$ cat config.mk
export PLATFORM = sky130hd
export DESIGN_NAME = aus_core
export DESIGN_NICKNAME = d
export VERILOG_FILES = /design/src/core/aus_pkg.sv /design/src/core/aus_fifo.sv /design/src/core/aus_core.sv
export SDC_FILE = /design/constraint.sdc
export NUM_CORES = 2
export LEC_CHECK = 0
export CORE_MARGIN = 2
export CORE_UTILIZATION = 53
export CTS_CLUSTER_SIZE = 30
export DETAILED_ROUTE_END_ITERATION = 10
export DONT_BUFFER_PORTS = 1
export GPL_TIMING_DRIVEN = 0
export PLACE_DENSITY = 0.75
export SETUP_SLACK_MARGIN = 0.02
export SLEW_MARGIN = 10
export SYNTH_ARGS = -nofsm -noshare
export SYNTH_HDL_FRONTEND = slang
export SYNTH_HIERARCHICAL = 1
export SYNTH_SLANG_ARGS = --single-unit
$ cat constraint.sdc
create_clock -name clk_i -period 15.6 [get_ports clk_i]
set_input_delay 0 -clock clk_i [delete_from_list [all_inputs] [get_ports clk_i]]
set_output_delay 0 -clock clk_i [all_outputs]
set_load 0.01 [all_outputs]
$ cat src/core/aus_pkg.sv
// What this block does
// - Signed 16-bit user offset added when scaling on
// - Signed 16-bit user gain, 2^-8 per count
// - Limit 1 result in status bits 2 and 3
// - Limit 2 result in status bits 4 and 5
// - No adjustment without valid code word
// - Commit gain/offset to storage when code cleared
// - Adjust needs control bit7 zero, bit6 one
// - Bit4 selects gain, bit3 selects offset
// - Step up/down every 1000 ms or 50 ms
// - Status bit 7 always zero
// - Status bit 6 flags any error
// - Bit 1 over range, bit 0 under range
// - Feature bits 0, 9, 10 enable scaling, limits
// - Range protection clamps and flags over/under
//
// Purpose: constants, types and register map of the user scaling block
// Assumes: one 200 MHz clock
// Notes:   register indexes are register numbers on the register port
`default_nettype none

package aus_pkg;
  localparam int unsigned CLK_KHZ  = 200000;
  localparam int unsigned SLOW_MS  = 1000;
  localparam int unsigned FAST_MS  = 50;
  localparam int unsigned SLOW_CYC = SLOW_MS * CLK_KHZ;
  localparam int unsigned FAST_CYC = FAST_MS * CLK_KHZ;
  localparam int          TMR_W    = 28;
  localparam int          ADDR_W   = 6;
  localparam int          FIFO_DEPTH = 32;
  localparam int          GAIN_FRAC  = 8;

  localparam logic [ADDR_W-1:0] REG_DIAG  = 6'h06;
  localparam logic [ADDR_W-1:0] REG_CODE  = 6'h1F;
  localparam logic [ADDR_W-1:0] REG_FEAT  = 6'h20;
  localparam logic [ADDR_W-1:0] REG_UOFS  = 6'h21;
  localparam logic [ADDR_W-1:0] REG_UGAIN = 6'h22;
  localparam logic [ADDR_W-1:0] REG_LIM1  = 6'h23;
  localparam logic [ADDR_W-1:0] REG_LIM2  = 6'h24;

  localparam logic [15:0] RST_FEAT  = 16'h1106;
  localparam logic [15:0] RST_UOFS  = 16'h0000;
  localparam logic [15:0] RST_UGAIN = 16'h0100;
  localparam logic [15:0] RST_LIM   = 16'h0000;
  localparam logic [15:0] RST_CODE  = 16'h0000;
  // Arbitrary unlock value
  localparam logic [15:0] CODE_UNLOCK = 16'h5A3C;

  localparam logic signed [15:0] UPPER_RANGE = 16'sh0FFF;
  localparam logic signed [15:0] LOWER_RANGE = 16'sh0000;

  localparam int FEAT_USCALE = 0;
  localparam int FEAT_RANGE  = 8;
  localparam int FEAT_LIM1   = 9;
  localparam int FEAT_LIM2   = 10;

  // Bit [0] is the lower-numbered status bit of the pair
  localparam logic [1:0] LIM_OFF   = 2'h0;
  localparam logic [1:0] LIM_BELOW = 2'h2;
  localparam logic [1:0] LIM_ABOVE = 2'h1;
  localparam logic [1:0] LIM_EQUAL = 2'h3;

  typedef struct packed {
    logic reg_mode;
    logic adj_en;
    logic spare;
    logic gain_sel;
    logic ofs_sel;
    logic fast;
    logic up;
    logic down;
  } aus_ctrl_s;

  typedef struct packed {
    logic               err;
    logic signed [15:0] val;
  } aus_samp_s;

  typedef struct packed {
    logic       zero;
    logic       err;
    logic [1:0] lim2;
    logic [1:0] lim1;
    logic       over;
    logic       under;
  } aus_stat_s;
endpackage

`default_nettype wire

$ cat src/core/aus_fifo.sv
// Purpose: sample FIFO with registered read data
// Assumes: asynchronous active-low reset, release already synchronised to clk_i
// Notes:   output stage counts as one of the DEPTH words
`timescale 1ns/10ps
`default_nettype none

module aus_fifo #(
  parameter int WIDTH = 17,
  parameter int DEPTH = 32
) (
  // Clock and reset
  input  wire logic             clk_i,
  input  wire logic             rst_n_i,
  // Fill side
  input  wire logic             in_valid_i,
  input  wire logic [WIDTH-1:0] in_data_i,
  output logic                  in_ready_o,
  // Drain side
  output logic                  out_valid_o,
  output logic      [WIDTH-1:0] out_data_o,
  input  wire logic             out_ready_i
);
  localparam int AW = $clog2(DEPTH);

  logic [WIDTH-1:0] mem_q [DEPTH];
  logic [AW-1:0]    wr_q;
  logic [AW-1:0]    rd_q;
  logic [AW:0]      cnt_q;
  logic [AW:0]      cnt_d;
  logic [AW:0]      mem_cnt;
  logic             push;
  logic             load;
  logic             pop;

  assign push    = in_valid_i & in_ready_o;
  assign pop     = out_valid_o & out_ready_i;
  assign mem_cnt = cnt_q - {{AW{1'b0}}, out_valid_o};
  assign load    = (mem_cnt != '0) & (!out_valid_o | out_ready_i);
  assign cnt_d   = cnt_q + {{AW{1'b0}}, push} - {{AW{1'b0}}, pop};

  // Memory keeps no reset so it maps onto plain RAM
  always_ff @(posedge clk_i) begin
    if (push) begin
      mem_q[wr_q] <= in_data_i;
    end
  end

  always_ff @(posedge clk_i or negedge rst_n_i) begin
    if (!rst_n_i) begin
      wr_q       <= '0;
      rd_q       <= '0;
      cnt_q      <= '0;
      in_ready_o <= 1'b1;
    end else begin
      wr_q       <= push ? wr_q + 1'b1 : wr_q;
      rd_q       <= load ? rd_q + 1'b1 : rd_q;
      cnt_q      <= cnt_d;
      in_ready_o <= cnt_d != (AW+1)'(DEPTH);
    end
  end

  always_ff @(posedge clk_i or negedge rst_n_i) begin
    if (!rst_n_i) begin
      out_valid_o <= 1'b0;
      out_data_o  <= '0;
    end else if (load) begin
      out_valid_o <= 1'b1;
      out_data_o  <= mem_q[rd_q];
    end else if (pop) begin
      out_valid_o <= 1'b0;
    end
  end
endmodule // aus_fifo

`default_nettype wire

$ cat src/core/aus_core.sv
// Purpose: user scaling, range clamp, two limit comparators, control-byte adjust
// Assumes: sample source and coupler logic run on clk_i
// Notes:   step periods are parameters so simulation can shorten them
`timescale 1ns/10ps
`default_nettype none

module aus_core #(
  parameter int unsigned SLOW_CYCLES = aus_pkg::SLOW_CYC,
  parameter int unsigned FAST_CYCLES = aus_pkg::FAST_CYC
) (
  // Clock and reset
  input  wire logic                         clk_i,
  input  wire logic                         reset_n_i,
  // Sample stream in
  input  wire logic                         samp_valid_i,
  input  wire aus_pkg::aus_samp_s           samp_i,
  output logic                              samp_ready_o,
  // Control byte from coupler
  input  wire aus_pkg::aus_ctrl_s           ctrl_i,
  // Process data and status byte out
  output logic                              pd_valid_o,
  output logic signed [15:0]                pd_data_o,
  output aus_pkg::aus_stat_s                pd_status_o,
  input  wire logic                         pd_ready_i,
  // Register port
  input  wire logic [aus_pkg::ADDR_W-1:0]   reg_addr_i,
  input  wire logic [15:0]                  reg_wdata_i,
  input  wire logic                         reg_we_i,
  input  wire logic                         reg_re_i,
  output logic [15:0]                       reg_rdata_o,
  output logic                              reg_rvalid_o,
  // Nonvolatile store
  output logic                              nv_commit_o,
  output logic [15:0]                       nv_offset_o,
  output logic [15:0]                       nv_gain_o
);
  import aus_pkg::*;

  logic [1:0]         rst_s_q;
  logic               rst_n;
  logic [15:0]        code_q;
  logic [15:0]        feat_q;
  logic signed [15:0] uofs_q;
  logic signed [15:0] ugain_q;
  logic signed [15:0] lim1_q;
  logic signed [15:0] lim2_q;
  logic [TMR_W-1:0]   tmr_q;
  logic [TMR_W-1:0]   per_c;
  logic               code_ok;
  logic               adj_go;
  logic               step;
  logic               f_valid;
  aus_samp_s          f_data;
  logic               take;
  logic               drain_ok;
  logic               ovr;
  logic               und;
  logic signed [15:0] x_rng;
  logic signed [31:0] prod;
  logic signed [31:0] sum;
  logic signed [15:0] y;
  logic               wr_code;
  logic               wr_gain;
  logic               wr_ofs;

  function automatic logic signed [15:0] sat16(input logic signed [31:0] v);
    if (v > 32'sh00007FFF) begin
      return 16'sh7FFF;
    end else if (v < -32'sh00008000) begin
      return -16'sh8000;
    end
    return v[15:0];
  endfunction

  function automatic logic [1:0] lim_code(input logic signed [15:0] v,
                                          input logic signed [15:0] lim,
                                          input logic               en);
    if (!en) begin
      return LIM_OFF;
    end else if (v < lim) begin
      return LIM_BELOW;
    end else if (v > lim) begin
      return LIM_ABOVE;
    end
    return LIM_EQUAL;
  endfunction

  // Strobe is an argument so a continuous caller also reacts to it, not only to the address
  function automatic logic hit(input logic              we,
                               input logic [ADDR_W-1:0] a,
                               input logic [ADDR_W-1:0] r);
    return we && (a == r);
  endfunction

  // Reset release through two flops; assertion stays asynchronous
  always_ff @(posedge clk_i or negedge reset_n_i) begin
    if (!reset_n_i) begin
      rst_s_q <= 2'h0;
    end else begin
      rst_s_q <= {rst_s_q[0], 1'b1};
    end
  end
  assign rst_n = rst_s_q[1];

  aus_fifo #(
    .WIDTH ($bits(aus_samp_s)),
    .DEPTH (FIFO_DEPTH)
  ) u_fifo (
    .clk_i       (clk_i),
    .rst_n_i     (rst_n),
    .in_valid_i  (samp_valid_i),
    .in_data_i   (samp_i),
    .in_ready_o  (samp_ready_o),
    .out_valid_o (f_valid),
    .out_data_o  (f_data),
    .out_ready_i (drain_ok)
  );

  // A stalled consumer backs up into the FIFO and then the source
  assign drain_ok = !pd_valid_o | pd_ready_i;
  assign take     = f_valid & drain_ok;

  // Range protection on the measured value
  assign ovr   = feat_q[FEAT_RANGE] && (f_data.val > UPPER_RANGE);
  assign und   = feat_q[FEAT_RANGE] && (f_data.val < LOWER_RANGE);
  assign x_rng = ovr ? UPPER_RANGE : (und ? LOWER_RANGE : f_data.val);

  // Straight line y = x * gain / 2^8 + offset
  assign prod = x_rng * ugain_q;
  assign sum  = (prod >>> GAIN_FRAC) + 32'(uofs_q);
  assign y    = feat_q[FEAT_USCALE] ? sat16(sum) : x_rng;

  always_ff @(posedge clk_i or negedge rst_n) begin
    if (!rst_n) begin
      pd_valid_o  <= 1'b0;
      pd_data_o   <= '0;
      pd_status_o <= '0;
    end else if (take) begin
      pd_valid_o        <= 1'b1;
      pd_data_o         <= y;
      pd_status_o.zero  <= 1'b0;
      pd_status_o.err   <= f_data.err | ovr | und;
      pd_status_o.lim2  <= lim_code(y, lim2_q, feat_q[FEAT_LIM2]);
      pd_status_o.lim1  <= lim_code(y, lim1_q, feat_q[FEAT_LIM1]);
      pd_status_o.over  <= ovr;
      pd_status_o.under <= und;
    end else if (pd_ready_i) begin
      pd_valid_o <= 1'b0;
    end
  end

  // Adjustment gate and step timer
  assign code_ok = (code_q == CODE_UNLOCK);
  assign adj_go  = !ctrl_i.reg_mode && ctrl_i.adj_en && code_ok
                 && (ctrl_i.gain_sel || ctrl_i.ofs_sel)
                 && (ctrl_i.up ^ ctrl_i.down);
  assign per_c   = ctrl_i.fast ? TMR_W'(FAST_CYCLES - 1) : TMR_W'(SLOW_CYCLES - 1);
  assign step    = adj_go && (tmr_q >= per_c);

  always_ff @(posedge clk_i or negedge rst_n) begin
    if (!rst_n) begin
      tmr_q <= '0;
    end else if (!adj_go || step) begin
      tmr_q <= '0;
    end else begin
      tmr_q <= tmr_q + 1'b1;
    end
  end

  assign wr_code = hit(reg_we_i, reg_addr_i, REG_CODE);
  assign wr_gain = hit(reg_we_i, reg_addr_i, REG_UGAIN);
  assign wr_ofs  = hit(reg_we_i, reg_addr_i, REG_UOFS);

  // A register write wins over a step in the same cycle
  always_ff @(posedge clk_i or negedge rst_n) begin
    if (!rst_n) begin
      ugain_q <= RST_UGAIN;
    end else if (wr_gain) begin
      ugain_q <= reg_wdata_i;
    end else if (step && ctrl_i.gain_sel) begin
      ugain_q <= ctrl_i.up ? ugain_q + 16'sh0001 : ugain_q - 16'sh0001;
    end
  end

  always_ff @(posedge clk_i or negedge rst_n) begin
    if (!rst_n) begin
      uofs_q <= RST_UOFS;
    end else if (wr_ofs) begin
      uofs_q <= reg_wdata_i;
    end else if (step && ctrl_i.ofs_sel) begin
      uofs_q <= ctrl_i.up ? uofs_q + 16'sh0001 : uofs_q - 16'sh0001;
    end
  end

  always_ff @(posedge clk_i or negedge rst_n) begin
    if (!rst_n) begin
      code_q <= RST_CODE;
      feat_q <= RST_FEAT;
      lim1_q <= RST_LIM;
      lim2_q <= RST_LIM;
    end else begin
      code_q <= wr_code ? reg_wdata_i : code_q;
      feat_q <= hit(reg_we_i, reg_addr_i, REG_FEAT) ? reg_wdata_i : feat_q;
      lim1_q <= hit(reg_we_i, reg_addr_i, REG_LIM1) ? reg_wdata_i : lim1_q;
      lim2_q <= hit(reg_we_i, reg_addr_i, REG_LIM2) ? reg_wdata_i : lim2_q;
    end
  end

  // Values stay volatile until the unlock word is cleared
  always_ff @(posedge clk_i or negedge rst_n) begin
    if (!rst_n) begin
      nv_commit_o <= 1'b0;
      nv_offset_o <= RST_UOFS;
      nv_gain_o   <= RST_UGAIN;
    end else begin
      nv_commit_o <= wr_code && code_ok && (reg_wdata_i == RST_CODE);
      if (wr_code && code_ok && (reg_wdata_i == RST_CODE)) begin
        nv_offset_o <= uofs_q;
        nv_gain_o   <= ugain_q;
      end
    end
  end

  always_ff @(posedge clk_i or negedge rst_n) begin
    if (!rst_n) begin
      reg_rvalid_o <= 1'b0;
      reg_rdata_o  <= '0;
    end else begin
      reg_rvalid_o <= reg_re_i;
      unique case (reg_addr_i)
        REG_DIAG:  reg_rdata_o <= {8'h00, pd_status_o};
        REG_CODE:  reg_rdata_o <= code_q;
        REG_FEAT:  reg_rdata_o <= feat_q;
        REG_UOFS:  reg_rdata_o <= uofs_q;
        REG_UGAIN: reg_rdata_o <= ugain_q;
        REG_LIM1:  reg_rdata_o <= lim1_q;
        REG_LIM2:  reg_rdata_o <= lim2_q;
        default:   reg_rdata_o <= 16'h0000;
      endcase
    end
  end
endmodule // aus_core

`default_nettype wire

==> impl_metrics.xml <==
<?xml version="1.0" encoding="UTF-8"?>
<metrics>
  <group name="setup_path">
    <metric name="required" unit="ns">16.14</metric>
    <metric name="r2r_cells" unit="">47</metric>
    <metric name="worstPathMaxFanout" unit="">10</metric>
    <metric name="cp.arrival" unit="ns">14.82</metric>
    <metric name="critical_path.startpoint" unit="">feat_q[8]$_DFFE_PN1P_</metric>
    <metric name="crit-reg2reg-capture" unit="">pd_status_o[2]$_DFFE_PN0P_</metric>
    <metric name="cp_common_cell" unit="">sky130_fd_sc_hd__fa_1</metric>
    <metric name="timing.critical_path.to_type" unit="">flop</metric>
    <metric name="timing.rr.start" unit="">feat_q[8]$_DFFE_PN1P_</metric>
    <metric name="r2r_setup_slack" unit="ns">1.32</metric>
    <metric name="max_stage_delay" unit="ns">0.84</metric>
    <metric name="cp-start-kind" unit="">flop</metric>
    <metric name="timing.setup.critical_path_class" unit="">reg -&gt; reg</metric>
    <metric name="cp_slowest_cell" unit="">sky130_fd_sc_hd__a2111oi_0</metric>
    <metric name="critPathCapture" unit="">pd_status_o[2]$_DFFE_PN0P_</metric>
  </group>
  <group name="sta">
    <metric name="worstMarginPinSlew" unit="ns">1.441</metric>
    <metric name="final.min_clock_period" unit="ns">14.28</metric>
    <metric name="timing.final.hold_violations" unit="">0</metric>
    <metric name="grt_setup_unrepaired" unit="">no</metric>
    <metric name="final-setup-viol-count" unit="">0</metric>
    <metric name="timing.final.max_slew_violations" unit="">0</metric>
    <metric name="setup-tns-final" unit="ns">0</metric>
    <metric name="finalCritPeriodShare" unit="">0.9154</metric>
    <metric name="final.setup_skew" unit="ns">0.04467</metric>
    <metric name="worst_case_headroom_to_the_max_slew_limit" unit="">0.03024</metric>
    <metric name="max_freq" unit="MHz">70.03</metric>
  </group>
  <group name="placed_design">
    <metric name="portBuffers" unit="">0</metric>
    <metric name="dp_hpwl" unit="microns">85120</metric>
    <metric name="place.gp.congestion" unit="">0.9637</metric>
  </group>
  <group name="job">
    <metric name="max-cap-violations" unit="">0</metric>
  </group>
  <group name="clock_tree">
    <metric name="htree_num_levels" unit="">3</metric>
    <metric name="cts_inserted_buffers" unit="">79</metric>
    <metric name="cts_sinks" unit="">779</metric>
    <metric name="clk_transition_reported_paths" unit="ns">0.06</metric>
    <metric name="ctsRootBufferMaster" unit="">sky130_fd_sc_hd__clkbuf_16</metric>
    <metric name="cts_tree" unit="">built</metric>
    <metric name="post_cts.resized_instances" unit="">0</metric>
    <metric name="clk_latency" unit="ns">0.67</metric>
    <metric name="clock_tree.buffer_depth" unit="">3</metric>
  </group>
  <group name="cells_and_area">
    <metric name="regArea" unit="sq mm">0.02223</metric>
    <metric name="layout.filler_cells" unit="">6493</metric>
    <metric name="layout-drive-gt1-share" unit="">0.1374</metric>
    <metric name="layout_common_cells" unit="">sky130_fd_sc_hd__edfxtp_1, sky130_fd_sc_hd__inv_1, sky130_fd_sc_hd__fa_1</metric>
    <metric name="area_growth" unit="%">12.94</metric>
    <metric name="layout_commonest_cell" unit="">sky130_fd_sc_hd__edfxtp_1</metric>
    <metric name="finalCoreUtilization" unit="">0.6021</metric>
    <metric name="final_nets" unit="">4216</metric>
    <metric name="area_occupied_by_multi_input_gates" unit="sq mm">0.02096</metric>
  </group>
  <group name="floorplanning">
    <metric name="design.core.area" unit="sq mm">0.08488</metric>
    <metric name="die_w" unit="microns">296.2</metric>
    <metric name="die_height" unit="microns">296.2</metric>
    <metric name="die_area" unit="sq mm">0.08772</metric>
    <metric name="num_rows" unit="">107</metric>
    <metric name="pin_count" unit="">129</metric>
    <metric name="floorplan.initialDensity" unit="">0.5330</metric>
  </group>
  <group name="grt">
    <metric name="grt_max_degree" unit="">58</metric>
    <metric name="grt_util_met3" unit="">0.05516</metric>
    <metric name="grt_util_met2" unit="">0.4650</metric>
    <metric name="layer_carrying_the_most_global_route_usage" unit="">met2</metric>
    <metric name="grt_util_met1" unit="">0.3595</metric>
    <metric name="grt_pass1_wl" unit="microns">184500</metric>
    <metric name="first_global_vias" unit="">30460</metric>
    <metric name="gr-total-overflow" unit="">0</metric>
    <metric name="track_usage" unit="">0.2833</metric>
    <metric name="grt_antenna_before_repair" unit="">2</metric>
  </group>
  <group name="routing">
    <metric name="drtPass1Iterations" unit="">9</metric>
    <metric name="route.detailed.vias_per_inst" unit="">6.058</metric>
    <metric name="num_vias" unit="">29750</metric>
    <metric name="dr.first_iter.drc_count" unit="">2694</metric>
    <metric name="antenna_violating_nets_post_route" unit="">0</metric>
    <metric name="detailed_route_wire_length_per_cell" unit="microns">24.80</metric>
    <metric name="remaining_drc_errors" unit="">0</metric>
    <metric name="route.final.wire_length" unit="microns">121800</metric>
  </group>
  <group name="outcome">
    <metric name="status" unit="">finished clean</metric>
  </group>
  <group name="synth">
    <metric name="postSynthRegisterBits" unit="">779</metric>
    <metric name="synth.lib_cells_used.distinct" unit="">100</metric>
    <metric name="cell_type_with_the_highest_aggregate_area_in_the_netlist" unit="">sky130_fd_sc_hd__edfxtp_1</metric>
    <metric name="ys.warnings.count" unit="">6</metric>
    <metric name="synth_nets" unit="">4007</metric>
    <metric name="synth_top_area_share" unit="">0.3611</metric>
    <metric name="syn-instance-count" unit="">3492</metric>
    <metric name="ys_async_sr_fraction" unit="">0.3017</metric>
    <metric name="yosys_most_used_dff" unit="">sky130_fd_sc_hd__edfxtp_1</metric>
    <metric name="synth.area.top_cells" unit="">sky130_fd_sc_hd__edfxtp_1, sky130_fd_sc_hd__dfrtp_1, sky130_fd_sc_hd__fa_1, sky130_fd_sc_hd__mux4_2, sky130_fd_sc_hd__ha_1</metric>
    <metric name="share_of_the_yosys_chip_area_belonging_to_registers" unit="">0.4912</metric>
    <metric name="edff_count_synth" unit="">544</metric>
    <metric name="syn-cell-area" unit="sq mm">0.04524</metric>
    <metric name="syn_avg_cell_area" unit="sq um">12.96</metric>
  </group>
  <group name="min_path">
    <metric name="holdPathStages" unit="">5</metric>
    <metric name="hold_path_class" unit="">in -&gt; reg</metric>
  </group>
</metrics>
what timing repair did:
item / in CTS / in global routing
hold endpoints to repair: 663 / 0
setup buffers: 0 / 0
hold buffers: 93 / 0
cells in the mapped netlist (all sizes together) (23+ instances only):
cell / number
mux2: 117
nand2: 258
edfxtp: 544
buf: 41
a21oi: 113
nand3: 40
mux4: 118
xor2: 41
a211o: 23
ha: 197
fa: 265
and2: 124
xnor2: 68
o21ai: 75
dfrtp: 228
a21o: 39
mux2i: 99
nor3: 32
nor2: 182
nand4: 26
nand2b: 29
inv: 401
clkbuf: 111
registers in the layout, summed over array words and instances (netlist names), 6 cells and up:
signal             flops
reg_rdata_o           16
code_q                16
u_fifo/out_data_o     17
ugain_q               16
nv_offset_o           16
feat_q                16
pd_data_o             16
u_fifo/cnt_q           6
nv_gain_o             16
u_fifo/mem_q         544
uofs_q                16
lim1_q                16
tmr_q                 28
pd_status_o            7
lim2_q                16
metrics by stage:
| step | hold WS [ns] | setup WS [ns] | instances | cell area [sq um] |
|---|---|---|---|---|
| after floorplan | -0.2956 | 4.108 | 3492 | 45240 |
| after global placement | -0.2955 | 1.869 | 4636 | 46680 |
| after detailed placement | -0.2955 | 1.670 | 4671 | 47320 |
| after CTS | 0.0006128 | 1.611 | 4907 | 51090 |
| after global routing | 0.02256 | 0.6438 | 4907 | 51090 |
| final | 0.04555 | 1.320 | 4911 | 51100 |
per-layer routing:
layer / up-vias / routed length, microns
met5: - / 26
met4: 4 / 6807
met3: 372 / 11170
met2: 1553 / 58650
met1: 15020 / 45120
li1: 12810 / -
kinds of logic (layout without fill, tap and decap cells):
kind of cell,Yosys count,in the layout,synth area share
adder cells (fa/ha/maj),462,462,0.1717
XOR/XNOR,109,109,0.02127
AND/OR/NAND/NOR,792,792,0.08595
multiplexers,334,334,0.1105
flip-flops,779,779,0.4912
AO/OA/AOI/OAI,461,461,0.07168
buffers and inverters,553,824,0.04748
other,2,6,0.0001660
final cells by class:
cell class	instances	area share
Inverter	401	0.02945
Buffer	152	0.01259
Timing Repair Buffer	128	0.03210
Clock buffer	101	0.04148
Antenna cell	4	0.0001959
Clock inverter	42	0.01107
Multi-Input combinational cell	2160	0.4101
Tap cell	1144	0.02801
Sequential cell	779	0.4350
worst min path at each step:
stage / start / to / slack [ns]
2_1_floorplan: reset_n_i / rst_s_q[0]$_DFF_PN0_ / -0.30
3_3_place_gp: reset_n_i / rst_s_q[1]$_DFF_PN0_ / -0.30
3_5_place_dp: reset_n_i / rst_s_q[0]$_DFF_PN0_ / -0.30
4_1_cts: reg_addr_i[0] / uofs_q[13]$_DFFE_PN0P_ / 0.0006
5_1_grt: reg_addr_i[2] / reg_rdata_o[3]$_DFF_PN0_ / 0.02
6_report: ctrl_i[2] / tmr_q[1]$_DFF_PN0_ / 0.05
worst max-delay path: cells and delay by family, from the launching register on:
family / cells / cell delay, ns
buffers and inverters: 7 / 1.59
XOR/XNOR: 1 / 0.16
adder cells (fa/ha/maj): 9 / 4.18
AND/OR/NAND/NOR: 8 / 2.04
flip-flops: 1 / 0.55
AO/OA/AOI/OAI: 22 / 5.67
Power is not shown: default switching activity piles up to over one toggle a cycle in this logic, so the estimate is an artifact.
